<file path="src/hw/mode_cfg_consts.vh">
// Purpose: shared constants of the mode select and configuration block
// Assumes: included by its bare name from the mode select design file only
// Notes:   definitions only, no logic
`ifndef MODE_CFG_CONSTS_VH
`define MODE_CFG_CONSTS_VH

// clock rate and wake-up preamble time
`define CLK_HZ          100000000
`define WAKE_US         1000

// command framing bytes
`define CMD_WRITE       8'hc0
`define CMD_READ        8'hc1
`define CMD_TEMP        8'hc2
`define CMD_PREFIX      8'hcf
`define REPLY_HDR       8'hc1
`define ERR_BYTE        8'hee
`define ERR_LEN         8'h03

// configuration byte store
`define REG_COUNT       8
`define REG_COUNT_W     9'h008
`define SERIAL_REG      3'h3
`define BAUD_MSB        7
`define BAUD_LSB        5
`define BAUD_CFG_SEL    3'b011
`define DEF_ADDR_HI     8'h00
`define DEF_ADDR_LO     8'h00
`define DEF_NETWORK_IDENTIFIER       8'h00
`define DEF_SERIAL_AIR  8'h62

// operating modes
`define MODE_NORMAL     2'd0
`define MODE_WAKE       2'd1
`define MODE_CONFIG     2'd2
`define MODE_SLEEP      2'd3

// bus register byte offsets
`define OFS_CTRL        8'h00
`define OFS_STATUS      8'h04
`define OFS_CONFIG_LO   8'h08
`define OFS_CONFIG_HI   8'h0c

// host-to-radio buffer
`define FIFO_DEPTH      8
`define FIFO_AW         3

`endif

</file>
<file path="src/hw/byte_fifo.v">
// Purpose: small synchronous fifo with valid/ready on both sides
// Assumes: single clock, asynchronous active-low reset
// Notes:   depth must be a power of two; full refuses writes
`timescale 1ns/1ps
`default_nettype none
module byte_fifo #(
  parameter WIDTH = 8,
  parameter DEPTH = 8,
  parameter AW    = 3
) (
  // clock and reset
  input  wire             hclk,
  input  wire             hresetn,
  // fill side
  input  wire             in_valid,
  output wire             in_ready,
  input  wire [WIDTH-1:0] in_data,
  // drain side
  output wire             out_valid,
  input  wire             out_ready,
  output wire [WIDTH-1:0] out_data
);
  reg [WIDTH-1:0] mem_reg [0:DEPTH-1];  // storage words
  reg [AW-1:0]    wr_ptr_reg;           // write pointer
  reg [AW-1:0]    rd_ptr_reg;           // read pointer
  reg [AW:0]      count_reg;            // words held
  wire            push;                 // word accepted
  wire            pop;                  // word taken

  // honest full and empty flags
  assign in_ready  = (count_reg != DEPTH[AW:0]);
  assign out_valid = (count_reg != {(AW+1){1'b0}});
  assign out_data  = mem_reg[rd_ptr_reg];
  assign push      = in_valid & in_ready;
  assign pop       = out_valid & out_ready;

  // storage write, no reset needed on data
  always @(posedge hclk)
  begin
    if (push)
      mem_reg[wr_ptr_reg] <= in_data;
  end

  // pointers and occupancy
  always @(posedge hclk or negedge hresetn)
  begin
    if (!hresetn)
    begin
      wr_ptr_reg <= {AW{1'b0}};
      rd_ptr_reg <= {AW{1'b0}};
      count_reg  <= {(AW+1){1'b0}};
    end
    else
    begin
      if (push)
        wr_ptr_reg <= wr_ptr_reg + 1'b1;
      if (pop)
        rd_ptr_reg <= rd_ptr_reg + 1'b1;
      // simultaneous push and pop leave the count alone
      if (push && !pop)
        count_reg <= count_reg + 1'b1;
      else if (pop && !push)
        count_reg <= count_reg - 1'b1;
    end
  end
endmodule // byte_fifo
`default_nettype wire

</file>
<file path="src/hw/mode_select_config_commands.v">
// Purpose: mode selection, serial config commands and radio data path
// Assumes: pins synchronous to hclk; AHB-Lite single-word slave
// Notes:   Function
//
// Register access over AHB-Lite and the register addresses are this design's own decisions.
`timescale 1ns/1ps
`default_nettype none
`include "mode_cfg_consts.vh"
module mode_select_config_commands #(
  parameter CLK_HZ      = `CLK_HZ,
  parameter WAKE_CYCLES = `WAKE_US * (`CLK_HZ / 1000000)
) (
  // clock and reset
  input  wire        hclk,
  input  wire        hresetn,
  // ahb-lite slave
  input  wire        hsel,
  input  wire [31:0] haddr,
  input  wire [1:0]  htrans,
  input  wire        hwrite,
  input  wire [2:0]  hsize,
  input  wire [31:0] hwdata,
  input  wire        hready,
  output reg         hreadyout,
  output reg  [31:0] hrdata,
  output reg         hresp,
  // mode pins and status
  input  wire        mode_select_low,
  input  wire        mode_select_high,
  output reg         status_ready,
  // host serial port
  input  wire        uart_rxd,
  output reg         uart_txd,
  // radio transmit stream
  output reg  [7:0]  radio_tx_data,
  output reg         radio_tx_valid,
  input  wire        radio_tx_ready,
  output reg         radio_wake,
  output reg         radio_tx_enable,
  // radio receive stream
  input  wire [7:0]  radio_rx_data,
  input  wire        radio_rx_valid,
  output reg         radio_rx_ready,
  output reg         radio_rx_enable
);
  // parser states
  localparam P_IDLE = 3'd0;
  localparam P_PRE2 = 3'd1;
  localparam P_HDR  = 3'd2;
  localparam P_ADDR = 3'd3;
  localparam P_LEN  = 3'd4;
  localparam P_DATA = 3'd5;
  localparam P_WAIT = 3'd6;

  reg  [7:0]  live_reg [0:`REG_COUNT-1];  // working configuration
  reg  [7:0]  save_reg [0:`REG_COUNT-1];  // kept configuration
  reg  [1:0]  mode_reg;                   // decoded mode
  reg         reload_reg;                 // reload in progress
  reg  [2:0]  reload_idx_reg;             // byte being reloaded
  reg         sender_reg;                 // wake sender enable
  reg         ahb_wr_reg;                 // pending bus write
  reg  [7:0]  ahb_addr_reg;               // pending bus address
  reg         rxd_prev_reg;               // line for start edge
  reg         rx_busy_reg;                // receiver framing
  reg  [19:0] rx_cnt_reg;                 // receiver bit timer
  reg  [3:0]  rx_bit_reg;                 // receiver bit index
  reg  [7:0]  rx_sh_reg;                  // receiver shifter
  reg         rx_done_reg;                // byte received pulse
  reg         tx_busy_reg;                // transmitter framing
  reg  [19:0] tx_cnt_reg;                 // transmitter bit timer
  reg  [3:0]  tx_bit_reg;                 // transmitter bit index
  reg  [9:0]  tx_sh_reg;                  // transmitter shifter
  reg  [2:0]  p_state_reg;                // command parser state
  reg         p_pfx_reg;                  // prefixed command
  reg  [7:0]  p_cmd_reg;                  // command byte
  reg  [7:0]  p_addr_reg;                 // start address
  reg  [7:0]  p_len_reg;                  // byte count
  reg  [7:0]  p_cnt_reg;                  // data bytes taken
  reg         r_act_reg;                  // reply in progress
  reg         r_err_reg;                  // reply is error form
  reg  [7:0]  r_idx_reg;                  // reply byte index
  reg  [7:0]  r_tot_reg;                  // reply length
  reg         woken_reg;                  // wake preamble done
  reg  [31:0] wake_cnt_reg;               // wake preamble timer
  wire [1:0]  mode_next;                  // mode from pins
  wire        awake;                      // radio modes usable
  wire [19:0] bit_len;                    // active bit period
  wire        fifo_in_ready;              // buffer has room
  wire        fifo_out_valid;             // buffer has a byte
  wire [7:0]  fifo_out_data;              // buffered byte
  wire        fifo_pop;                   // radio takes a byte
  wire        send_ok;                    // radio send allowed
  wire        rx_take;                    // radio byte accepted
  wire        cfg_rx;                     // command byte arrives
  wire [8:0]  span;                       // address plus length
  integer     i;

  // bit period in clocks for a baud selection
  function [19:0] bit_cycles;
    input [2:0] sel;
    reg [31:0] rate;
    reg [31:0] q;
    begin
      case (sel)
        3'd0:    rate = 32'd1200;
        3'd1:    rate = 32'd2400;
        3'd2:    rate = 32'd4800;
        3'd3:    rate = 32'd9600;
        3'd4:    rate = 32'd19200;
        3'd5:    rate = 32'd38400;
        3'd6:    rate = 32'd57600;
        default: rate = 32'd115200;
      endcase
      q = CLK_HZ / rate;
      bit_cycles = q[19:0];
    end
  endfunction

  // reset value of each configuration byte
  function [7:0] def_val;
    input [2:0] idx;
    begin
      case (idx)
        3'd0:    def_val = `DEF_ADDR_HI;
        3'd1:    def_val = `DEF_ADDR_LO;
        3'd2:    def_val = `DEF_NETWORK_IDENTIFIER;
        3'd3:    def_val = `DEF_SERIAL_AIR;
        default: def_val = 8'h00;
      endcase
    end
  endfunction

  // byte of the reply at a given position
  function [7:0] reply_byte;
    input [7:0] idx;
    reg   [7:0] j;
    reg   [7:0] k;
    begin
      j = p_pfx_reg ? idx - 8'd2 : idx;
      k = p_addr_reg + j - 8'd3;
      if (p_pfx_reg && idx < 8'd2)
        reply_byte = `CMD_PREFIX;
      else if (r_err_reg)
        reply_byte = `ERR_BYTE;
      else if (j == 8'd0)
        reply_byte = `REPLY_HDR;
      else if (j == 8'd1)
        reply_byte = p_addr_reg;
      else if (j == 8'd2)
        reply_byte = p_len_reg;
      else
        reply_byte = live_reg[k[2:0]];
    end
  endfunction

  assign mode_next = {~mode_select_high, ~mode_select_low};
  assign awake     = !reload_reg && (mode_reg == `MODE_NORMAL ||
                                     mode_reg == `MODE_WAKE);
  // fixed rate in config, stored rate else
  assign bit_len   = (mode_reg == `MODE_CONFIG) ?
                     bit_cycles(`BAUD_CFG_SEL) :
                     bit_cycles(live_reg[`SERIAL_REG][`BAUD_MSB:`BAUD_LSB]);
  // hold data back until the wake code is sent
  assign send_ok   = awake && (mode_reg == `MODE_NORMAL || !sender_reg ||
                               woken_reg);
  assign fifo_pop  = send_ok && (!radio_tx_valid || radio_tx_ready);
  assign rx_take   = radio_rx_ready && radio_rx_valid;
  assign cfg_rx    = rx_done_reg && mode_reg == `MODE_CONFIG &&
                     !reload_reg && !r_act_reg;
  assign span      = {1'b0, p_addr_reg} + {1'b0, rx_sh_reg};

  // host bytes wait here for the radio
  byte_fifo #(
    .WIDTH (8),
    .DEPTH (`FIFO_DEPTH),
    .AW    (`FIFO_AW)
  ) host_to_radio (
    .hclk      (hclk),
    .hresetn   (hresetn),
    .in_valid  (rx_done_reg && awake),
    .in_ready  (fifo_in_ready),
    .in_data   (rx_sh_reg),
    .out_valid (fifo_out_valid),
    .out_ready (fifo_pop),
    .out_data  (fifo_out_data)
  );

  // mode tracking, reload sequencing and status pin
  always @(posedge hclk or negedge hresetn)
  begin
    if (!hresetn)
    begin
      mode_reg        <= `MODE_SLEEP;
      reload_reg      <= 1'b1;
      reload_idx_reg  <= 3'd0;
      status_ready    <= 1'b0;
      radio_tx_enable <= 1'b0;
      radio_rx_enable <= 1'b0;
    end
    else
    begin
      mode_reg <= mode_next;
      // restart reload when sleep is left
      if (mode_reg == `MODE_SLEEP && mode_next != `MODE_SLEEP)
      begin
        reload_reg     <= 1'b1;
        reload_idx_reg <= 3'd0;
      end
      else if (reload_reg)
      begin
        reload_idx_reg <= reload_idx_reg + 3'd1;
        if (reload_idx_reg == 3'd7)
          reload_reg <= 1'b0;
      end
      // status low while reloading or asleep
      status_ready    <= !reload_reg && mode_reg != `MODE_SLEEP;
      // radio off in config and sleep
      radio_tx_enable <= awake;
      // receiver on in modes 0 and 1 once reload is done
      radio_rx_enable <= awake;
    end
  end

  // ahb-lite slave, zero wait, always okay
  always @(posedge hclk or negedge hresetn)
  begin
    if (!hresetn)
    begin
      hreadyout    <= 1'b1;
      hresp        <= 1'b0;
      hrdata       <= 32'h0000_0000;
      ahb_wr_reg   <= 1'b0;
      ahb_addr_reg <= 8'h00;
      sender_reg   <= 1'b0;
    end
    else
    begin
      hreadyout <= 1'b1;
      hresp     <= 1'b0;
      // data phase of a write
      if (ahb_wr_reg && ahb_addr_reg == `OFS_CTRL)
        sender_reg <= hwdata[0];
      // address phase
      if (hready)
      begin
        ahb_wr_reg   <= hsel && htrans[1] && hwrite;
        ahb_addr_reg <= haddr[7:0];
        if (hsel && htrans[1] && !hwrite)
        begin
          case (haddr[7:0])
            `OFS_CTRL:      hrdata <= {31'h0, sender_reg};
            `OFS_STATUS:    hrdata <= {27'h0, fifo_out_valid,
                                       !fifo_in_ready, reload_reg,
                                       mode_reg};
            `OFS_CONFIG_LO: hrdata <= {live_reg[3], live_reg[2],
                                       live_reg[1], live_reg[0]};
            `OFS_CONFIG_HI: hrdata <= {live_reg[7], live_reg[6],
                                       live_reg[5], live_reg[4]};
            default:        hrdata <= 32'h0000_0000;
          endcase
        end
      end
    end
  end

  // host serial receiver, mid-bit sampling
  always @(posedge hclk or negedge hresetn)
  begin
    if (!hresetn)
    begin
      rxd_prev_reg <= 1'b1;
      rx_busy_reg  <= 1'b0;
      rx_cnt_reg   <= 20'h0;
      rx_bit_reg   <= 4'h0;
      rx_sh_reg    <= 8'h00;
      rx_done_reg  <= 1'b0;
    end
    else
    begin
      rxd_prev_reg <= uart_rxd;
      rx_done_reg  <= 1'b0;
      if (!rx_busy_reg)
      begin
        // falling edge opens a frame
        if (rxd_prev_reg && !uart_rxd)
        begin
          rx_busy_reg <= 1'b1;
          rx_bit_reg  <= 4'h0;
          rx_cnt_reg  <= {1'b0, bit_len[19:1]};
        end
      end
      else if (rx_cnt_reg != 20'h0)
        rx_cnt_reg <= rx_cnt_reg - 20'h1;
      else
      begin
        rx_cnt_reg <= bit_len - 20'h1;
        if (rx_bit_reg == 4'h0 && uart_rxd)
          rx_busy_reg <= 1'b0;           // glitch, not a start bit
        else if (rx_bit_reg < 4'h9)
        begin
          if (rx_bit_reg != 4'h0)
            rx_sh_reg <= {uart_rxd, rx_sh_reg[7:1]};
          rx_bit_reg <= rx_bit_reg + 4'h1;
        end
        else
        begin
          rx_busy_reg <= 1'b0;
          rx_done_reg <= uart_rxd;       // framing error drops byte
        end
      end
    end
  end

  // host serial transmitter, fed by replies or radio data
  always @(posedge hclk or negedge hresetn)
  begin
    if (!hresetn)
    begin
      uart_txd       <= 1'b1;
      tx_busy_reg    <= 1'b0;
      tx_cnt_reg     <= 20'h0;
      tx_bit_reg     <= 4'h0;
      tx_sh_reg      <= 10'h3ff;
      radio_rx_ready <= 1'b0;
    end
    else
    begin
      // take a radio byte only when the line is free
      radio_rx_ready <= awake && !tx_busy_reg && !rx_take;
      if (!tx_busy_reg)
      begin
        if (r_act_reg)
        begin
          tx_busy_reg <= 1'b1;
          tx_sh_reg   <= {1'b1, reply_byte(r_idx_reg), 1'b0};
          tx_bit_reg  <= 4'h0;
          tx_cnt_reg  <= 20'h0;
        end
        else if (rx_take)
        begin
          tx_busy_reg <= 1'b1;
          tx_sh_reg   <= {1'b1, radio_rx_data, 1'b0};
          tx_bit_reg  <= 4'h0;
          tx_cnt_reg  <= 20'h0;
        end
      end
      else if (tx_cnt_reg != 20'h0)
        tx_cnt_reg <= tx_cnt_reg - 20'h1;
      else if (tx_bit_reg == 4'ha)
      begin
        tx_busy_reg <= 1'b0;
        uart_txd    <= 1'b1;
      end
      else
      begin
        uart_txd   <= tx_sh_reg[0];
        tx_sh_reg  <= {1'b1, tx_sh_reg[9:1]};
        tx_bit_reg <= tx_bit_reg + 4'h1;
        tx_cnt_reg <= bit_len - 20'h1;
      end
    end
  end

  // radio send stage and wake-up preamble
  always @(posedge hclk or negedge hresetn)
  begin
    if (!hresetn)
    begin
      radio_tx_data  <= 8'h00;
      radio_tx_valid <= 1'b0;
      radio_wake     <= 1'b0;
      woken_reg      <= 1'b0;
      wake_cnt_reg   <= 32'h0;
    end
    else
    begin
      // buffered host bytes go out on air
      if (fifo_pop)
      begin
        radio_tx_valid <= fifo_out_valid;
        radio_tx_data  <= fifo_out_data;
      end
      else if (!awake)
        radio_tx_valid <= 1'b0;
      // timed wake code before a burst
      if (!awake || mode_reg != `MODE_WAKE || !sender_reg)
      begin
        radio_wake   <= 1'b0;
        woken_reg    <= 1'b0;
        wake_cnt_reg <= 32'h0;
      end
      else if (!woken_reg && fifo_out_valid)
      begin
        radio_wake   <= 1'b1;
        wake_cnt_reg <= wake_cnt_reg + 32'h1;
        if (wake_cnt_reg == WAKE_CYCLES - 1)
        begin
          radio_wake <= 1'b0;
          woken_reg  <= 1'b1;
        end
      end
      else if (woken_reg && !fifo_out_valid && !radio_tx_valid)
      begin
        woken_reg    <= 1'b0;
        wake_cnt_reg <= 32'h0;
      end
    end
  end

  // command parser, reply sequencer and configuration store
  always @(posedge hclk or negedge hresetn)
  begin
    if (!hresetn)
    begin
      p_state_reg <= P_IDLE;
      p_pfx_reg   <= 1'b0;
      p_cmd_reg   <= 8'h00;
      p_addr_reg  <= 8'h00;
      p_len_reg   <= 8'h00;
      p_cnt_reg   <= 8'h00;
      r_act_reg   <= 1'b0;
      r_err_reg   <= 1'b0;
      r_idx_reg   <= 8'h00;
      r_tot_reg   <= 8'h00;
      for (i = 0; i < `REG_COUNT; i = i + 1)
      begin
        live_reg[i] <= def_val(i[2:0]);
        save_reg[i] <= def_val(i[2:0]);
      end
    end
    else
    begin
      // copy kept values into the working set
      if (reload_reg)
        live_reg[reload_idx_reg] <= save_reg[reload_idx_reg];
      if (mode_reg != `MODE_CONFIG)
      begin
        p_state_reg <= P_IDLE;
        p_pfx_reg   <= 1'b0;
        r_act_reg   <= 1'b0;
      end
      else if (r_act_reg && !tx_busy_reg)
      begin
        // one reply byte per serial frame
        r_idx_reg <= r_idx_reg + 8'd1;
        if (r_idx_reg + 8'd1 == r_tot_reg)
        begin
          r_act_reg   <= 1'b0;
          p_state_reg <= P_IDLE;
          p_pfx_reg   <= 1'b0;
        end
      end
      else if (cfg_rx)
      begin
        case (p_state_reg)
          P_IDLE, P_HDR:
          begin
            // two prefix bytes mark a forwarded command
            if (rx_sh_reg == `CMD_PREFIX && p_state_reg == P_IDLE)
              p_state_reg <= P_PRE2;
            else if (rx_sh_reg == `CMD_WRITE || rx_sh_reg == `CMD_READ ||
                     rx_sh_reg == `CMD_TEMP)
            begin
              p_cmd_reg   <= rx_sh_reg;
              p_state_reg <= P_ADDR;
            end
            else
            begin
              // unknown header answered with error form
              r_act_reg   <= 1'b1;
              r_err_reg   <= 1'b1;
              r_idx_reg   <= 8'd0;
              r_tot_reg   <= p_pfx_reg ? `ERR_LEN + 8'd2 : `ERR_LEN;
              p_state_reg <= P_WAIT;
            end
          end
          P_PRE2:
          begin
            if (rx_sh_reg == `CMD_PREFIX)
            begin
              p_pfx_reg   <= 1'b1;
              p_state_reg <= P_HDR;
            end
            else
            begin
              r_act_reg   <= 1'b1;
              r_err_reg   <= 1'b1;
              r_idx_reg   <= 8'd0;
              r_tot_reg   <= `ERR_LEN;
              p_state_reg <= P_WAIT;
            end
          end
          P_ADDR:
          begin
            p_addr_reg  <= rx_sh_reg;
            p_state_reg <= P_LEN;
          end
          P_LEN:
          begin
            p_len_reg <= rx_sh_reg;
            p_cnt_reg <= 8'd0;
            r_idx_reg <= 8'd0;
            r_err_reg <= 1'b0;
            r_tot_reg <= rx_sh_reg + (p_pfx_reg ? 8'd5 : 8'd3);
            // empty or out-of-range span refused untouched
            if (rx_sh_reg == 8'd0 || span > `REG_COUNT_W)
            begin
              r_err_reg   <= 1'b1;
              r_act_reg   <= 1'b1;
              r_tot_reg   <= p_pfx_reg ? `ERR_LEN + 8'd2 : `ERR_LEN;
              p_state_reg <= P_WAIT;
            end
            // read replies at once from the live set
            else if (p_cmd_reg == `CMD_READ)
            begin
              r_act_reg   <= 1'b1;
              p_state_reg <= P_WAIT;
            end
            else
              p_state_reg <= P_DATA;
          end
          P_DATA:
          begin
            // temporary writes touch the live set only
            live_reg[p_addr_reg[2:0] + p_cnt_reg[2:0]] <= rx_sh_reg;
            if (p_cmd_reg == `CMD_WRITE)
              save_reg[p_addr_reg[2:0] + p_cnt_reg[2:0]] <= rx_sh_reg;
            p_cnt_reg <= p_cnt_reg + 8'd1;
            if (p_cnt_reg + 8'd1 == p_len_reg)
            begin
              r_act_reg   <= 1'b1;
              p_state_reg <= P_WAIT;
            end
          end
          default:
            p_state_reg <= P_WAIT;
        endcase
      end
    end
  end
endmodule // mode_select_config_commands
`default_nettype wire
</file>
<file path="config.mk">
export PLATFORM = sky130hd
export DESIGN_NAME = mode_select_config_commands
export DESIGN_NICKNAME = d
export VERILOG_FILES = /design/src/hw/byte_fifo.v /design/src/hw/mode_select_config_commands.v
export VERILOG_INCLUDE_DIRS = /design/src /design/src/hw
export SDC_FILE = /design/constraint.sdc
export NUM_CORES = 1
export LEC_CHECK = 0
export BUFFER_PORTS_ARGS = -buffer_cell sky130_fd_sc_hd__buf_4
export CORE_MARGIN = 5
export CORE_UTILIZATION = 40
export DETAILED_ROUTE_END_ITERATION = 10
export HOLD_SLACK_MARGIN = 0.15
export PLACE_DENSITY = 0.67
export SLEW_MARGIN = 20
export SYNTH_ARGS = -nofsm -noshare
export SYNTH_HDL_FRONTEND = slang
export SYNTH_SLANG_ARGS = --single-unit
export TNS_END_PERCENT = 30
</file>
<file path="constraint.sdc">
create_clock -name hclk -period 73.6 [get_ports hclk]
set_input_delay 14.72 -clock hclk [delete_from_list [all_inputs] [get_ports hclk]]
set_output_delay 14.72 -clock hclk [all_outputs]
set_load 0.005 [all_outputs]
</file>
Yosys cells after proc, flatten, opt, wreduce, memory -nomap -nowiden
Memory sizes are Yosys's and may differ from the RTL's. A register that Yosys moved wholly into a read port is not among the register bits.
Index checks and enable logic that the tools add are counted.
{"block": "word_totals", "ramBits": 64, "mem_count": 1, "reg_bits": 349}
{"block": "op_classes", "div_mod_pow": 1, "order_cmp": 8, "bitwise_logic": 13, "n_eq_ne": 55, "n_addsub": 19, "n_reduce_logical": 96, "mux": 128}
{"name": "host_to_radio.mem_reg", "depth": 8, "width": 8, "read_ports": 1, "rd_ports_with_merged_regs": 1, "write_ports": 1, "line": "byte_fifo.v:23", "source": "reg [WIDTH-1:0] mem_reg [0:DEPTH-1];"}
{"operator": "64-bit two-way mux", "count": 5}
{"operator": "64-bit bitwise mux", "count": 3}
{"operator": "20-bit two-way mux", "count": 9}
{"operator": "8-bit two-way mux", "count": 21}
{"operator": "32-bit case mux with 4 select lines", "count": 1}
{"operator": "17-bit case mux with 7 select lines", "count": 1}
{"operator": "32-bit two-way mux", "count": 3}
{"operator": "20-bit by 1-bit subtractor with 20-bit output (second input constant)", "count": 3}
{"operator": "10-bit two-way mux", "count": 5}
{"operator": "8-bit binary-select mux with 3-bit select", "count": 2}
{"operator": "8-bit demux with 3-bit select", "count": 2}
{"operator": "8-bit == test (second input constant)", "count": 6}
{"operator": "4-bit two-way mux", "count": 12}
{"operator": "8-bit case mux with 3 select lines", "count": 2}
{"operator": "1-bit two-way mux", "count": 45}
{"operator": "20-bit nonzero test", "count": 2}
{"operator": "3-bit two-way mux", "count": 11}
{"operator": "32-bit by 1-bit adder with 32-bit output (second input constant)", "count": 1}
{"operator": "27-bit by 32-bit divider with 32-bit output (first input constant)", "count": 1}
{"operator": "32-bit by 17-bit == test with 1-bit output (second input constant)", "count": 1}
{"operator": "8-bit zero test", "count": 4}
{"operator": "1-bit logical AND", "count": 28}
{"operator": "2-bit inequality test (second input constant)", "count": 10}
{"operator": "4-bit inequality test (second input constant)", "count": 5}
{"operator": "other kinds (54)", "count": 137}

Depth between registers and ports, before layout
{"block": "logic_depth", "word_depth": 15, "mapped_depth": 311, "mapped_depth_nobuf": 281}

Hierarchy
Synthesis repeated with hierarchy kept, for this count alone.
{"block": "hier_totals", "cells_unflattened": 4624, "hier_area_um2": 38928.6}
{"mod": "mode_select_config_commands", "area_per_inst_um2": 35816.9, "cells_per_inst": 4469, "n_inst": 1}
{"mod": "byte_fifo", "area_per_inst_um2": 3111.7, "cells_per_inst": 155, "n_inst": 1}

Least setup slack after synthesis
No wires, ideal clock.
{"block": "synth_timing", "path_type": "reg2reg", "from": "register live_reg[38] (netlist name)", "to": "register rx_cnt_reg[10]", "arrival_time_ns": 52.649, "slack_ns": 20.816, "required_time_ns": 73.465, "period_less_slack_ns": 52.784, "path_stages_with_launch": 299, "n_path_buf": 32, "path_cell_list": "dfstp_2 buf_2 buf_4 nor2_1 o21ai_0 ha_1 o211ai_1 a21oi_1 o21ai_1 inv_1 nand2b_1 ha_1 or4_1 nor3_2 o311ai_4 nand2_2 mux2_2 ha_1 [... 263 more ...] ha_1 a21o_1 a21oi_1 o21ai_0 o21a_1 o21ai_0 nand2b_1 a21oi_1 o2111ai_1 a2111oi_4 nand2_1 o41ai_2 ha_1 nand3_1 nor3_1 a31oi_1 o211ai_1 o21ai_0"}
{"block": "synth_between", "elab_chain_len": 7, "word_cells_on_any_way": 14}
{"element": "start: declaration", "line": "mode_select_config_commands.v:55", "source": "reg [7:0] live_reg [0:`REG_COUNT-1];"}
{"element": "start signal: indexed assignment", "line": "mode_select_config_commands.v:427", "source": "live_reg[i] <= def_val(i[2:0]);"}
{"element": "start signal: indexed assignment", "line": "mode_select_config_commands.v:435", "source": "live_reg[reload_idx_reg] <= save_reg[reload_idx_reg];"}
{"element": "start signal: indexed assignment", "line": "mode_select_config_commands.v:525", "source": "live_reg[p_addr_reg[2:0] + p_cnt_reg[2:0]] <= rx_sh_reg;"}
{"element": "3-bit == test, or another cell as far along", "line": "mode_select_config_commands.v:104", "source": "case (sel)"}
{"element": "17-bit case mux with 7 select lines (*)", "line": "mode_select_config_commands.v:104"}
{"element": "27-bit by 32-bit divider with 32-bit output (*)", "line": "mode_select_config_commands.v:114", "source": "q = CLK_HZ / rate;"}
{"element": "20-bit two-way mux (*)", "line": "mode_select_config_commands.v:160", "source": "assign bit_len = (mode_reg == `MODE_CONFIG) ?"}
{"element": "20-bit by 1-bit subtractor with 20-bit output", "line": "mode_select_config_commands.v:296", "source": "rx_cnt_reg <= bit_len - 20'h1;"}
{"element": "20-bit two-way mux", "line": "mode_select_config_commands.v:292", "source": "else if (rx_cnt_reg != 20'h0)"}
{"element": "20-bit two-way mux (*)", "line": "mode_select_config_commands.v:282", "source": "if (!rx_busy_reg)"}
{"element": "end signal: assignment", "line": "mode_select_config_commands.v:289", "source": "rx_cnt_reg <= {1'b0, bit_len[19:1]};"}
{"element": "end signal: assignment", "line": "mode_select_config_commands.v:293", "source": "rx_cnt_reg <= rx_cnt_reg - 20'h1;"}
{"element": "end signal: assignment", "line": "mode_select_config_commands.v:296"}
{"element": "end: declaration", "line": "mode_select_config_commands.v:65", "source": "reg [19:0] rx_cnt_reg;"}
Every way passes the cells marked *; elsewhere a longest branch is shown, timed or not. The select of a mux whose other input is x is not followed.
A chain may end at the register's enable or synchronous reset.

Worst setup path in the final report
{"block": "layout_timing", "from": "register live_reg[39] (netlist name)", "to": "register rx_cnt_reg[10]"}
Same word-level chain as after synthesis.

==> flow_metrics.env <==
export IMPL_dieArea_sq_mm=0.103
export IMPL_ios=136
export IMPL_synth_flop_cell="dfrtp_1"
export IMPL_reg2reg_slack_ns=12.20
export IMPL_drv_slew=0
export IMPL_slew_headroom=0.204
export IMPL_hold_viol=0
export IMPL_cts_root_buffer="clkbuf_16"
export IMPL_drc=0
export IMPL_row_count=114
export IMPL_critPathKind="reg2reg"
export IMPL_wl_met2_um=52200
export IMPL_end_kind="flip-flop"
export IMPL_cts_buffer_depth=3
export IMPL_vias=35900
export IMPL_cts_resized=0
export IMPL_overflow=0
export IMPL_cts_hold_buffers=0
export IMPL_ff2ff_path_depth=271
export IMPL_synthToLayoutAreaGrowth_pct=8.98
export IMPL_finalSetupViolCount=0
export IMPL_htreeDepth=2
export IMPL_grt_pass1_wl_um=185000
export IMPL_required_ns=74.04
export IMPL_worstMarginPinSlew_ns=1.18
export IMPL_synth_seq_cells=420
export IMPL_drive_above_1_share=0.121
export IMPL_synth_warnings=0
export IMPL_grt_max_degree=159
export IMPL_antenna_found_initial=1
export IMPL_ys_seq_area_frac=0.281
export IMPL_hold_depth=1
export IMPL_wl_met3_um=7830
export IMPL_cts_sinks=420
export IMPL_crit_path_start_kind="flip-flop"
export IMPL_clock_latency_ns=0.59
export IMPL_async_flop_share=0.848
export IMPL_cp_slowest_cell="inv_2"
export IMPL_synth_area_per_cell_sq_um=8.30
export IMPL_fillers=9451
export IMPL_grt_util_all_layers=0.216
export IMPL_drv_cap=0
export IMPL_die_h_um=321
export IMPL_io_buffers=74
export IMPL_register_area_sq_mm=0.0109
export IMPL_wirelength_um=115000
export IMPL_status="complete, no violations"
export IMPL_die_w_um=321
export IMPL_drtIter0Drc=3282
export IMPL_synth_cell_types=140
export IMPL_cp_slowest_stage_delay_ns=0.78
export IMPL_wl_met1_um=52400
export IMPL_hold_path_end="p_cmd_reg[7]"
export IMPL_hpwl_um=84100
export IMPL_grt_pass1_vias=33900
export IMPL_cts_reportedPaths_clkPinSlew_ns=0.06
export IMPL_period_share=0.834
export IMPL_final_nets=5012
export IMPL_hold_path_class="reg2reg"
export IMPL_highest_layer="met4"
export IMPL_ant_nets=0
export IMPL_start_util=0.401
export IMPL_syn_instance_count=4659
export IMPL_gp_congestion=0.896
export IMPL_tns_ns=0
export IMPL_worstHoldStart="p_cmd_reg[7]"
export IMPL_synth_edff_count=64
export IMPL_cts_buffers=46
export IMPL_via_per_inst=6.01
export IMPL_worstPathArrival_ns=61.85
export IMPL_r2r_end="rx_cnt_reg[10]"
export IMPL_skew_ns=0.0217
export IMPL_final_cell_mix="nand2_1, o21ai_0, nor2_1, dfrtp_1, a21oi_1"
export IMPL_multi_input_area_sq_mm=0.0265
export IMPL_routedWlPerCell_um=19.3
export IMPL_antennaDiodeCount=0
export IMPL_synth_area_sq_mm=0.0387
export IMPL_crit_fanout=44
export IMPL_grt_setup_unrepaired="false"
export IMPL_drtPass1Iterations=6
export IMPL_fmax_mhz=16.3
export IMPL_r2r_start="live_reg[39]"
export IMPL_cts_tree="built"
export IMPL_final_common_cell="nand2_1"
export IMPL_core_area_sq_mm=0.0963
export IMPL_postCtsSetupRepairBufs=0
export IMPL_min_period_ns=61.40
## worst max-delay path, delay by kind of cell, from the launching register on
kind / cells / cell delay [ns]
AOI/OAI and AO/OA: 139 / 29.96
DFF: 1 / 0.70
adders and majority gates: 25 / 7.98
muxes: 5 / 1.27
buffers and inverters: 11 / 3.10
xor gates and xnor gates: 2 / 0.31
and+or+nand+nor: 89 / 17.67
## cells by family after synthesis
kind of cell    Yosys count  share of synthesized area
simple gates           1739                      0.218
fa+ha+maj               259                     0.0852
other cells               2                   0.000194
xor+xnor                240                     0.0546
mux                     280                     0.0936
compound gates         1399                      0.232
buf+inv                 320                     0.0357
flops                   420                      0.281
## layer usage
layer	track usage	vias up
li1	-	17200
met1	0.309	17300
met2	0.350	1259
met3	0.0248	189
met4	0.0532	0
met5	0	-
## worst max path at each step
stage / from / to / slack [ns] / cells past startpoint
floorplan: live_reg[38] / rx_cnt_reg[10] / 20.82 / 298
global placement: live_reg[39] / rx_cnt_reg[10] / 14.37 / 271
detailed placement: live_reg[39] / rx_cnt_reg[10] / 13.78 / 269
CTS: live_reg[39] / rx_cnt_reg[10] / 13.41 / 269
global route: live_reg[39] / rx_cnt_reg[10] / 7.58 / 273
finish: live_reg[39] / rx_cnt_reg[10] / 12.20 / 271
## metrics by stage
step                setup WS (ns)  instance area [sq um]  cells  hold WS, ns  utilization
finish                      12.20                  42100   5979        0.469        0.438
global route                 7.58                  42100   5979        0.491        0.438
CTS                         13.41                  42100   5979        0.472        0.437
detailed placement          13.78                  40600   5894        0.458        0.422
global placement            14.37                  40600   5894        0.452        0.421
floorplan                   20.82                  38700   4669        0.439            -
## cell usage after synthesis (30+ instances only)
library cell / instances / area share
mux4_2: 49 / 0.029
edfxtp_1: 64 / 0.050
dfrtp_1: 336 / 0.22
mux2_2: 131 / 0.038
nand4_1: 57 / 0.0092
inv_1: 111 / 0.011
nand2b_1: 82 / 0.013
o21a_1: 56 / 0.011
o31ai_1: 41 / 0.0080
or3_1: 35 / 0.0057
buf_4: 32 / 0.0062
and3_1: 51 / 0.0083
a211oi_1: 30 / 0.0058
clkbuf_1: 136 / 0.013
nand3_1: 117 / 0.015
nor2_1: 418 / 0.041
nor2b_1: 56 / 0.0091
nor4_1: 48 / 0.0078
mux2i_1: 94 / 0.024
and2_1: 44 / 0.0071
o211ai_1: 37 / 0.0072
a31oi_1: 44 / 0.0071
nand2_1: 569 / 0.055
xnor2_1: 145 / 0.033
ha_1: 252 / 0.082
o21ai_0: 464 / 0.060
xor2_1: 94 / 0.021
nor3_1: 119 / 0.015
a21o_1: 102 / 0.020
a21oi_1: 326 / 0.042
## area by class of cell
type	instances	share of cell area
clock buffer	63	0.0303
clock inverter	22	0.00579
inverter	115	0.0104
multi-input combinational	3929	0.630
sequential	420	0.258
tap	1276	0.0379
timing repair buffer	154	0.0279
Power is not shown: default switching activity piles up to over one toggle a cycle in this logic, so the estimate is an artifact.
